[src/rtl/gpdp_params.svh]
// Function
// Address from switch bits one to five
// Switch down reads zero, up reads one
// Bit six picks comma or CR LF
// Bit seven enables EOI at transfer end
// Switches captured at power-on and reported
// Drive SRQ, listen, talk, remote indicators
// Local key returns device to local
// Lockout makes local key ignored
// Overlay graphics mode forces local lockout
// No controller means talk-only source
// Talker unaddresses when addressed to listen
// Listener unaddresses when addressed to talk
// Remote/local with local lockout
// Service request, clear, trigger, end message
// Switches synchronised and held after reset
`ifndef GPDP_PARAMS_SVH
`define GPDP_PARAMS_SVH
// APB register byte offsets
`define GPDP_OFF_CFG 12'h000
`define GPDP_OFF_STAT 12'h004
`define GPDP_OFF_CTRL 12'h008
`define GPDP_OFF_IRQ 12'h00c
`define GPDP_OFF_MASK 12'h010
`define GPDP_OFF_DATA 12'h014
// Switch field positions
`define GPDP_SW_ADDR_LSB 0
`define GPDP_SW_DELIM_BIT 5
`define GPDP_SW_EOI_BIT 6
// Highest legal bus address
`define GPDP_ADDR_MAX 5'h1e
// Cycles the switch sync runs before capture
`define GPDP_CAPTURE_CYC 4'h4
// Control register bits
`define GPDP_CTRL_SRQ 0
`define GPDP_CTRL_TON 1
// Event bit positions
`define GPDP_EV_CLR 0
`define GPDP_EV_TRG 1
`define GPDP_EV_LOC 2
`define GPDP_EV_SENT 3
`define GPDP_EV_W 4
`endif

[src/rtl/gpdp_pkg.sv]
package gpdp_pkg;
	// Remote/local states
	typedef enum logic [1:0] {
		GPDP_LOCS = 2'b00,
		GPDP_REMS = 2'b01,
		GPDP_LWLS = 2'b10,
		GPDP_RWLS = 2'b11
	} gpdp_rl_type;
	// Output delimiter character steps
	typedef enum logic [1:0] {
		GPDP_TX_IDLE = 2'b00,
		GPDP_TX_DATA = 2'b01,
		GPDP_TX_CR = 2'b10,
		GPDP_TX_LF = 2'b11
	} gpdp_tx_type;
endpackage : gpdp_pkg

[src/rtl/gpdp_port.sv]
`timescale 1ns/1ps
`default_nettype none
`include "gpdp_params.svh"
module gpdp_port (
	input wire logic pclk,
	input wire logic presetn,
	// APB slave
	input wire logic psel,
	input wire logic penable,
	input wire logic pwrite,
	input wire logic [11:0] paddr,
	input wire logic [31:0] pwdata,
	output logic [31:0] prdata,
	output logic pready,
	output logic pslverr,
	// Rear switch, down is zero, up is one
	input wire logic [6:0] cfg_switch,
	// Decoded bus messages from the bus transceiver
	input wire logic ctrl_present,
	input wire logic ren,
	input wire logic my_listen_addr,
	input wire logic my_talk_addr,
	input wire logic unlisten,
	input wire logic untalk,
	input wire logic ifc,
	input wire logic llo_cmd,
	input wire logic gtl_cmd,
	input wire logic dcl_cmd,
	input wire logic get_cmd,
	input wire logic spoll_active,
	input wire logic local_key,
	input wire logic overlay_graphics_mode,
	// Byte source handshake toward the bus
	input wire logic tx_ready,
	output logic tx_valid,
	output logic [7:0] tx_byte,
	output logic tx_eoi,
	// Status indicators
	output logic srq_led,
	output logic listen_led,
	output logic talk_led,
	output logic remote_led,
	output logic lockout,
	output logic [4:0] bus_addr,
	output logic irq
);
	// Captured switch set and its valid flag
	logic [6:0] sw_cfg;
	logic cfg_valid;
	// Remote/local results
	logic remote;
	logic local_ev;
	// Addressed states
	logic lads_q;
	logic tads_q;
	logic talk_only;
	// Software control and interrupt registers
	logic [1:0] ctrl_q;
	logic [3:0] irq_q;
	logic [3:0] mask_q;
	logic [3:0] ev;
	// Output data item and its pending flag
	logic [7:0] item_q;
	logic item_last_q;
	logic item_pend_q;
	gpdp_pkg::gpdp_tx_type tx_q;
	logic [31:0] rd_d;
	logic wr_acc;
	logic rd_acc;
	logic addr_ok;
	logic delim_crlf;
	logic eoi_en;
	logic sent;

	////////////////////////////////////////////////////////////
	// power-on switch capture
	gpdp_sw_capture u_cap (
		.pclk(pclk),
		.presetn(presetn),
		.sw_raw(cfg_switch),
		.sw_cfg(sw_cfg),
		.cfg_valid(cfg_valid)
	);

	// five bit address
	assign bus_addr = sw_cfg[`GPDP_SW_ADDR_LSB +: 5];
	// Address 31 is illegal; the port then is never addressed to listen or talk, but talk only still sends
	assign addr_ok = cfg_valid && (bus_addr <= `GPDP_ADDR_MAX);
	// delimiter select
	assign delim_crlf = sw_cfg[`GPDP_SW_DELIM_BIT];
	// EOI select
	assign eoi_en = sw_cfg[`GPDP_SW_EOI_BIT];
	// talk only without controller
	assign talk_only = cfg_valid && !ctrl_present;

	// Remote enable only counts while a controller is on the bus
	gpdp_remote_local u_rl (
		.pclk(pclk),
		.presetn(presetn),
		.ren(ren & ctrl_present),
		.go_remote(my_listen_addr & addr_ok),
		.go_local_cmd(gtl_cmd & lads_q),
		.llo_cmd(llo_cmd),
		.local_key(local_key),
		.overlay_graphics_mode(overlay_graphics_mode),
		.remote(remote),
		.lockout(lockout),
		.local_ev(local_ev)
	);

	////////////////////////////////////////////////////////////
	// Listener state
	// Interface clear, unlisten or an illegal address drop it
	always_ff @(posedge pclk or negedge presetn) begin
		if (!presetn) begin
			lads_q <= 1'b0;
		end else if (ifc || unlisten || !addr_ok) begin
			lads_q <= 1'b0;
		end else if (my_listen_addr) begin
			lads_q <= 1'b1;
		// addressed to talk leaves listen
		end else if (my_talk_addr) begin
			lads_q <= 1'b0;
		end
	end

	// Talker state
	// Interface clear, untalk or an illegal address drop it
	always_ff @(posedge pclk or negedge presetn) begin
		if (!presetn) begin
			tads_q <= 1'b0;
		end else if (ifc || untalk || !addr_ok) begin
			tads_q <= 1'b0;
		end else if (my_talk_addr) begin
			tads_q <= 1'b1;
		// addressed to listen leaves talk
		end else if (my_listen_addr) begin
			tads_q <= 1'b0;
		end
	end

	////////////////////////////////////////////////////////////
	// APB decode; zero wait states
	// Every register answers in the access cycle, so pready never drops
	// Read data is latched in setup; the access phase only confirms it
	assign wr_acc = psel & penable & pwrite;
	assign rd_acc = psel & penable & ~pwrite;
	assign pready = 1'b1;
	assign pslverr = 1'b0;

	// Control register: SRQ request and talk enable
	always_ff @(posedge pclk or negedge presetn) begin
		if (!presetn) begin
			ctrl_q <= 2'h0;
		end else if (wr_acc && paddr == `GPDP_OFF_CTRL) begin
			ctrl_q <= pwdata[1:0];
		end
	end

	// Interrupt mask, same bit layout as the status
	always_ff @(posedge pclk or negedge presetn) begin
		if (!presetn) begin
			mask_q <= 4'h0;
		end else if (wr_acc && paddr == `GPDP_OFF_MASK) begin
			mask_q <= pwdata[3:0];
		end
	end

	////////////////////////////////////////////////////////////
	// clear, trigger, local, sent events
	// One process drives the whole vector, so no bit has two drivers
	always_comb begin
		ev = 4'h0;
		ev[`GPDP_EV_CLR] = dcl_cmd;
		// Trigger only counts while addressed to listen
		ev[`GPDP_EV_TRG] = get_cmd & lads_q;
		ev[`GPDP_EV_LOC] = local_ev;
		ev[`GPDP_EV_SENT] = sent;
	end

	// Sticky status, write one clears; a new event wins the clear
	always_ff @(posedge pclk or negedge presetn) begin
		if (!presetn) begin
			irq_q <= 4'h0;
		end else if (wr_acc && paddr == `GPDP_OFF_IRQ) begin
			irq_q <= (irq_q & ~pwdata[3:0]) | ev;
		end else begin
			irq_q <= irq_q | ev;
		end
	end
	assign irq = |(irq_q & mask_q);

	////////////////////////////////////////////////////////////
	// Last byte of the delimiter leaves at this edge
	logic tx_done;
	assign tx_done = tx_ready && (tx_q == gpdp_pkg::GPDP_TX_LF || (tx_q == gpdp_pkg::GPDP_TX_CR && !delim_crlf));

	// Right to send: addressed to talk, or talk only and enabled
	logic may_talk;
	assign may_talk = tads_q || (talk_only && ctrl_q[`GPDP_CTRL_TON]);

	// Data item loaded by software, one byte at a time
	always_ff @(posedge pclk or negedge presetn) begin
		if (!presetn) begin
			item_q <= 8'h00;
			item_last_q <= 1'b0;
			item_pend_q <= 1'b0;
		end else if (wr_acc && paddr == `GPDP_OFF_DATA && !item_pend_q) begin
			item_q <= pwdata[7:0];
			item_last_q <= pwdata[8];
			item_pend_q <= 1'b1;
		end else if (tx_q == gpdp_pkg::GPDP_TX_IDLE && item_pend_q && dcl_cmd) begin
			// Device clear drops an item that has not started
			item_pend_q <= 1'b0;
		end else if (tx_done) begin
			// Pending until the delimiter has left, so a new write cannot alter an item in flight
			item_pend_q <= 1'b0;
		end
	end

	// delimiter sequencer after each item
	// talk only sends unaddressed
	// A device clear in the same cycle wins over starting a send
	always_ff @(posedge pclk or negedge presetn) begin
		if (!presetn) begin
			tx_q <= gpdp_pkg::GPDP_TX_IDLE;
		end else begin
			case (tx_q)
				gpdp_pkg::GPDP_TX_IDLE: begin
					// Wait for an item and the right to talk
					if (item_pend_q && !dcl_cmd && may_talk && !spoll_active) begin
						tx_q <= gpdp_pkg::GPDP_TX_DATA;
					end
				end
				gpdp_pkg::GPDP_TX_DATA: begin
					// Item byte first
					if (tx_ready) begin
						tx_q <= gpdp_pkg::GPDP_TX_CR;
					end
				end
				gpdp_pkg::GPDP_TX_CR: begin
					// Comma or CR; a CR LF delimiter always goes on to LF
					if (tx_ready) begin
						tx_q <= delim_crlf ? gpdp_pkg::GPDP_TX_LF : gpdp_pkg::GPDP_TX_IDLE;
					end
				end
				gpdp_pkg::GPDP_TX_LF: begin
					// LF closes the CR LF delimiter
					if (tx_ready) begin
						tx_q <= gpdp_pkg::GPDP_TX_IDLE;
					end
				end
				default: begin
					tx_q <= gpdp_pkg::GPDP_TX_IDLE;
				end
			endcase
		end
	end

	// Delimiter byte: comma, or CR then LF; a last item with comma setting ends on a lone CR
	always_comb begin
		tx_valid = (tx_q != gpdp_pkg::GPDP_TX_IDLE);
		tx_byte = item_q;
		tx_eoi = 1'b0;
		if (tx_q == gpdp_pkg::GPDP_TX_CR) begin
			tx_byte = (delim_crlf || item_last_q) ? 8'h0d : 8'h2c;
			// EOI on final byte
			tx_eoi = eoi_en && item_last_q && !delim_crlf;
		end else if (tx_q == gpdp_pkg::GPDP_TX_LF) begin
			tx_byte = 8'h0a;
			tx_eoi = eoi_en && item_last_q;
		end
	end
	assign sent = tx_ready && tx_eoi;

	////////////////////////////////////////////////////////////
	// status indicators
	assign srq_led = ctrl_q[`GPDP_CTRL_SRQ];
	assign listen_led = lads_q;
	assign talk_led = tads_q | (talk_only & ctrl_q[`GPDP_CTRL_TON]);
	// remote indicator clears on local
	assign remote_led = remote;

	// Read mux; unmapped reads return zero
	// Reads have no side effect, so early latching in setup is safe
	always_comb begin
		rd_d = 32'h00000000;
		case (paddr)
			// raw levels as captured
			`GPDP_OFF_CFG: rd_d = {24'h000000, cfg_valid, sw_cfg};
			`GPDP_OFF_STAT: rd_d = {26'h0000000, lockout, remote, talk_led, listen_led, srq_led, item_pend_q};
			`GPDP_OFF_CTRL: rd_d = {30'h00000000, ctrl_q};
			`GPDP_OFF_IRQ: rd_d = {28'h0000000, irq_q};
			`GPDP_OFF_MASK: rd_d = {28'h0000000, mask_q};
			default: rd_d = 32'h00000000;
		endcase
	end

	// Registered read data
	always_ff @(posedge pclk or negedge presetn) begin
		if (!presetn) begin
			prdata <= 32'h00000000;
		end else if (psel && !penable && !pwrite) begin
			prdata <= rd_d;
		end
	end
	// Access strobe for reads is not needed beyond decode
	logic unused_rd;
	assign unused_rd = rd_acc;
endmodule : gpdp_port
`default_nettype wire

[src/rtl/gpdp_remote_local.sv]
`timescale 1ns/1ps
`default_nettype none
`include "gpdp_params.svh"
module gpdp_remote_local (
	input wire logic pclk,
	input wire logic presetn,
	input wire logic ren,
	input wire logic go_remote,
	input wire logic go_local_cmd,
	input wire logic llo_cmd,
	input wire logic local_key,
	input wire logic overlay_graphics_mode,
	output logic remote,
	output logic lockout,
	output logic local_ev
);
	// Current remote/local state
	gpdp_pkg::gpdp_rl_type st_q;
	logic lock_eff;
	// overlay forces lockout
	assign lock_eff = st_q[1] | overlay_graphics_mode;

	////////////////////////////////////////////////////////////
	// remote local machine
	always_ff @(posedge pclk or negedge presetn) begin
		if (!presetn) begin
			st_q <= gpdp_pkg::GPDP_LOCS;
		end else if (!ren) begin
			// Dropping remote enable always returns to local
			st_q <= gpdp_pkg::GPDP_LOCS;
		end else begin
			case (st_q)
				gpdp_pkg::GPDP_LOCS: begin
					if (go_remote) begin
						st_q <= llo_cmd ? gpdp_pkg::GPDP_RWLS : gpdp_pkg::GPDP_REMS;
					end else if (llo_cmd) begin
						st_q <= gpdp_pkg::GPDP_LWLS;
					end
				end
				gpdp_pkg::GPDP_REMS: begin
					// local key releases remote
					if (local_key && !overlay_graphics_mode) begin
						st_q <= gpdp_pkg::GPDP_LOCS;
					end else if (go_local_cmd) begin
						st_q <= gpdp_pkg::GPDP_LOCS;
					end else if (llo_cmd || overlay_graphics_mode) begin
						st_q <= gpdp_pkg::GPDP_RWLS;
					end
				end
				gpdp_pkg::GPDP_LWLS: begin
					if (go_remote) begin
						st_q <= gpdp_pkg::GPDP_RWLS;
					end
				end
				gpdp_pkg::GPDP_RWLS: begin
					// key ignored under lockout
					if (go_local_cmd) begin
						st_q <= gpdp_pkg::GPDP_LWLS;
					end
				end
				default: begin
					st_q <= gpdp_pkg::GPDP_LOCS;
				end
			endcase
		end
	end

	// Key press while remote and unlocked gives an event
	assign local_ev = local_key & (st_q == gpdp_pkg::GPDP_REMS) & ~overlay_graphics_mode;
	assign remote = st_q[0];
	assign lockout = lock_eff;
endmodule : gpdp_remote_local
`default_nettype wire

[src/rtl/gpdp_sw_capture.sv]
`timescale 1ns/1ps
`default_nettype none
`include "gpdp_params.svh"
module gpdp_sw_capture (
	input wire logic pclk,
	input wire logic presetn,
	input wire logic [6:0] sw_raw,
	output logic [6:0] sw_cfg,
	output logic cfg_valid
);
	// Synchroniser stages; first stage feeds only the second
	logic [6:0] s1_q;
	logic [6:0] s2_q;
	// Settle counter before capture
	logic [3:0] cnt_q;

	////////////////////////////////////////////////////////////
	// sync switch bits
	always_ff @(posedge pclk or negedge presetn) begin
		if (!presetn) begin
			s1_q <= 7'h00;
			s2_q <= 7'h00;
		end else begin
			s1_q <= sw_raw;
			s2_q <= s1_q;
		end
	end

	// Count settle cycles after reset release
	always_ff @(posedge pclk or negedge presetn) begin
		if (!presetn) begin
			cnt_q <= 4'h0;
		end else if (cnt_q != `GPDP_CAPTURE_CYC) begin
			cnt_q <= cnt_q + 4'h1;
		end
	end

	// capture once at power-on
	// Held afterwards so a moved switch cannot upset a transfer
	always_ff @(posedge pclk or negedge presetn) begin
		if (!presetn) begin
			sw_cfg <= 7'h00;
			cfg_valid <= 1'b0;
		end else if (!cfg_valid && cnt_q == `GPDP_CAPTURE_CYC) begin
			sw_cfg <= s2_q;
			cfg_valid <= 1'b1;
		end
	end
endmodule : gpdp_sw_capture
`default_nettype wire

[config.mk]
export PLATFORM = sky130hd
export DESIGN_NAME = gpdp_port
export DESIGN_NICKNAME = d
export VERILOG_FILES = /design/src/rtl/gpdp_pkg.sv /design/src/rtl/gpdp_port.sv /design/src/rtl/gpdp_remote_local.sv /design/src/rtl/gpdp_sw_capture.sv
export VERILOG_INCLUDE_DIRS = /design/src /design/src/rtl
export SDC_FILE = /design/constraint.sdc
export NUM_CORES = 1
export LEC_CHECK = 0
export BUFFER_PORTS_ARGS = -buffer_cell sky130_fd_sc_hd__clkbuf_2
export CAP_MARGIN = 0
export CORE_ASPECT_RATIO = 0.9
export CORE_UTILIZATION = 43
export DETAILED_ROUTE_END_ITERATION = 16
export PLACE_DENSITY = 0.83
export SYNTH_ARGS = -nofsm -noshare
export SYNTH_HDL_FRONTEND = slang
export SYNTH_SLANG_ARGS = --single-unit
[constraint.sdc]
create_clock -name pclk -period 1.6 [get_ports pclk]
set_clock_uncertainty 0.05 [all_clocks]
set_input_delay 0.16 -clock pclk [delete_from_list [all_inputs] [get_ports pclk]]
set_output_delay 0.16 -clock pclk [all_outputs]
set_load 0.02 [all_outputs]
==> summary.txt <==
Status
  • Run status: complete, but fails checks
  • Failing checks: negative setup slack

Synth
  • Post-synthesis simple-gate area fraction: 0.150
  • Post-synthesis mux area share: 0.115
  • Yosys reg bits: 60
  • Post-Synthesis Cells: 258
  • Largest family of logic cells by synthesized area: simple AND/OR/NAND/NOR gates
  • Async set-reset flop share out of synthesis: 1.00
  • Synth Area in Compound Gates: 0.0927
  • Sequential share of the synthesized area: 0.525
  • Ys Warns: 0
  • Post-synth EDFFs: 0
  • Area share of fa/ha/maj cells after synthesis: 0.00875
  • Synth Area per Inst: 11.1 um^2
  • Post-synth top flop: dfrtp_1
  • Yosys cell types: 45
  • Cell Area, Synth: 2860 um^2
  • XOR/XNOR Fraction of Synth Area: 0.00306

Min path
  • WHS Path Cells: 2
  • Hold Crit Class: input pin to flop

Setup path
  • CP peak stage delay: 560 ps
  • CP Max Fanout: 5
  • Data required, critical path: 1780 ps
  • CP cell instances: clkbuf_2 > or4_4 > or4_4 > nor3b_4 > buf_6 > mux2_4
  • WP data arrival: 2100 ps
  • Crit. End Element: flop
  • Worst Reg-to-Reg Cells: 6
  • CP max stage cell: or4_4
  • Setup crit start kind: input pin
  • Critical path type: input pin to flop
  • Crit-path most repeated cell: or4_4

Clocking
  • Worst-case clock buffer depth: 2
  • CTS tree: yes
  • Htree depth: 3
  • Sink Count: 60
  • Total CTS buffers: 9
  • Clock root buffer: clkbuf_8
  • CTS clk-pin slew, worst paths: 60 ps
  • Clk Latency, worst-skew pair: 340 ps

Global route
  • GR Util All Layers: 0.228
  • Largest net degree at the start of global routing: 36
  • Initial antenna violation count: 0
  • First-pass GRT wire length: 11600 um
  • Number of global-route vias before repair: 2421
  • Global route total overflow: 0

Layout
  • Fin nets: 459
  • Synth-to-Final Area Change: 40.2%
  • Non-Filler Instances: 478
  • Core Util, Final: 0.638
  • Fill cells: 464
  • Leading cell type in the layout, fill and taps excluded: clkbuf_2
  • Most frequent cells in the layout: clkbuf_2 (70), dfrtp_1 (59), buf_4 (27)
  • Inserted Diodes: 0
  • Layout cells sized above 1: 0.425

Placement
  • Routability cong.: 0.806
  • Placed Instances: 432
  • DP HPWL: 4970 um
  • PortBufs: 76

Route
  • Routed wire per std cell: 16.1 um
  • 1st-iter DRT viols: 170
  • First-pass iteration count of the detailed router: 4
  • DRC Markers: 0
  • Total wire length: 7680 um
  • Via density: 5.14
  • Vias: 2458
  • Final ANT Viol Nets: 0

STA
  • Slew @ Worst Pin: 494 ps
  • RSZ-0062 raised after global routing: true
  • Worst rel slew slack: 0.667
  • Max Clk Rate: 520 MHz
  • Slew Viols, Final: 0
  • Fin crit share: 1.20
  • Final hold vios: 0
  • Final setup violation count: 20
  • Setup ws final: -324 ps
  • Min Tclk post-route: 1920 ps

Floorplanning
  • Io pins: 126
  • Initial Util: 0.455
  • Total Die Area: 6980 um^2
  • Core box area: 6280 um^2
  • Row cnt: 27
  • Die span in x: 88.0 um
  • Die Span Y: 79.4 um

Power
  • Tot Pwr: 0.00378 W
  • Max IR drop VDD: 0.779 mV
  • Pwr Density: 943 nW/um^2
  • Leakage power: 2.00 nW

Job
  • Max-cap violations: 0
[worst paths after layout]
path | end | startpoint | slack [ps]
min in group asynchronous | u_cap.sw_cfg[1] | presetn | 300
worst max-delay path | item_q[1] | paddr[10] | -320
worst min-delay path | item_q[7] | pwdata[7] | 10
worst max register to register | u_cap.sw_cfg[3] | u_cap.cnt_q[0] | 60
worst min register to register | u_cap.s2_q[4] | u_cap.s1_q[4] | 300
max in group asynchronous | tx_q[1] | presetn | 820
[sequential cells by signal, indices dropped and copies added, names as in the netlist]
signal,cells
u_cap.cfg_valid,1
u_cap.cnt_q,4
u_rl.st_q,2
u_cap.sw_cfg,7
prdata,8
mask_q,4
tads_q,1
item_last_q,1
item_pend_q,1
u_cap.s1_q,7
irq_q,4
item_q,8
listen_led,1
ctrl_q,2
u_cap.s2_q,7
tx_q,2
[repair_timing]
item                                    4_1_cts  5_1_grt
gates resized for setup                      25       22
endpoints found under the hold margin        74        1
endpoints found under the setup margin       26       32
setup buffers                                10        3
gates cloned                                  1        0
hold buffers                                 16        1
pin swaps                                     7        4
[per-layer routing]
metal  vias to the layer above  global-route usage  routed length [um]  share of wire
met4                         0               0.110                 136          0.018
li1                       1114                   -                   -              -
met1                      1212               0.254                2900           0.38
met3                        16              0.0662                 499          0.065
met2                       116               0.398                4140           0.54
met5                         -                   0                   0              0
[synth_stat cells, drive strengths merged (2+ instances only)]
cell    count  area, um^2
conb        2        7.51
or4         4        37.5
a22o        2        17.5
nor4        4        25.0
or4b        3        30.0
o21a        2        15.0
ha          2        25.0
nand2b      5        31.3
nand4       2        12.5
clkbuf      2        7.51
or3         2        12.5
dfrtp      60        1500
o22ai       4        25.0
buf        33         249
inv        10        37.5
o21ai      11        55.1
a22oi       3        22.5
mux2i       7        70.1
nand2      25        93.8
nor2       11        43.8
a21o        3        22.5
nand3b      2        15.0
nor2b       5        31.3
nand3       8        40.0
mux2       23         259
a32oi       3        26.3
a21oi       7        35.0
[critical path, delay by kind of cell]
family	cells	cell delay, ps
simple gates	3	1360
mux	1	310
buf+inv	2	270
[cell families (layout without fill, tap and decap cells)]
group | Yosys count | count (layout)
XOR/XNOR | 1 | 1
other | 2 | 26
multiplexers | 30 | 30
AND/OR/NAND/NOR | 78 | 78
buffers and inverters | 45 | 154
AO/OA/AOI/OAI | 40 | 40
flip-flops | 60 | 60
adder cells (fa/ha/maj) | 2 | 2
[power breakdown]
group | internal, W | leakage (nW) | switching [W] | total [W]
sequential | 0.00158 | 0.762 | 0.0000645 | 0.00164
clock | 0.000799 | 0.102 | 0.000582 | 0.00138
combinational | 0.000359 | 1.13 | 0.000400 | 0.000758
[layout make-up]
class	count	area, um^2	area share
well taps	87	109	0.0272
multi-input cells	177	1280	0.318
flip-flops and latches	60	1500	0.375
clock inverters	4	47.5	0.0119
inverters	10	37.5	0.00936
clock buffers	12	155	0.0387
repair buffers	128	881	0.220
[per-stage QoR]
step / setup slack (ps) / cell area (um^2) / setup TNS [ps] / hold WS [ps]
final: -324 / 4010 / -4200 / 14.7
after global routing: -340 / 4010 / -4680 / 2.49
after CTS: -292 / 3920 / -3580 / 0.512
after detailed placement: -671 / 3360 / -11240 / 131
after global placement: -630 / 3360 / -10050 / 128
after floorplan: -462 / 2970 / -5800 / -186
No activity file was read; power rests on OpenSTA's default activity.
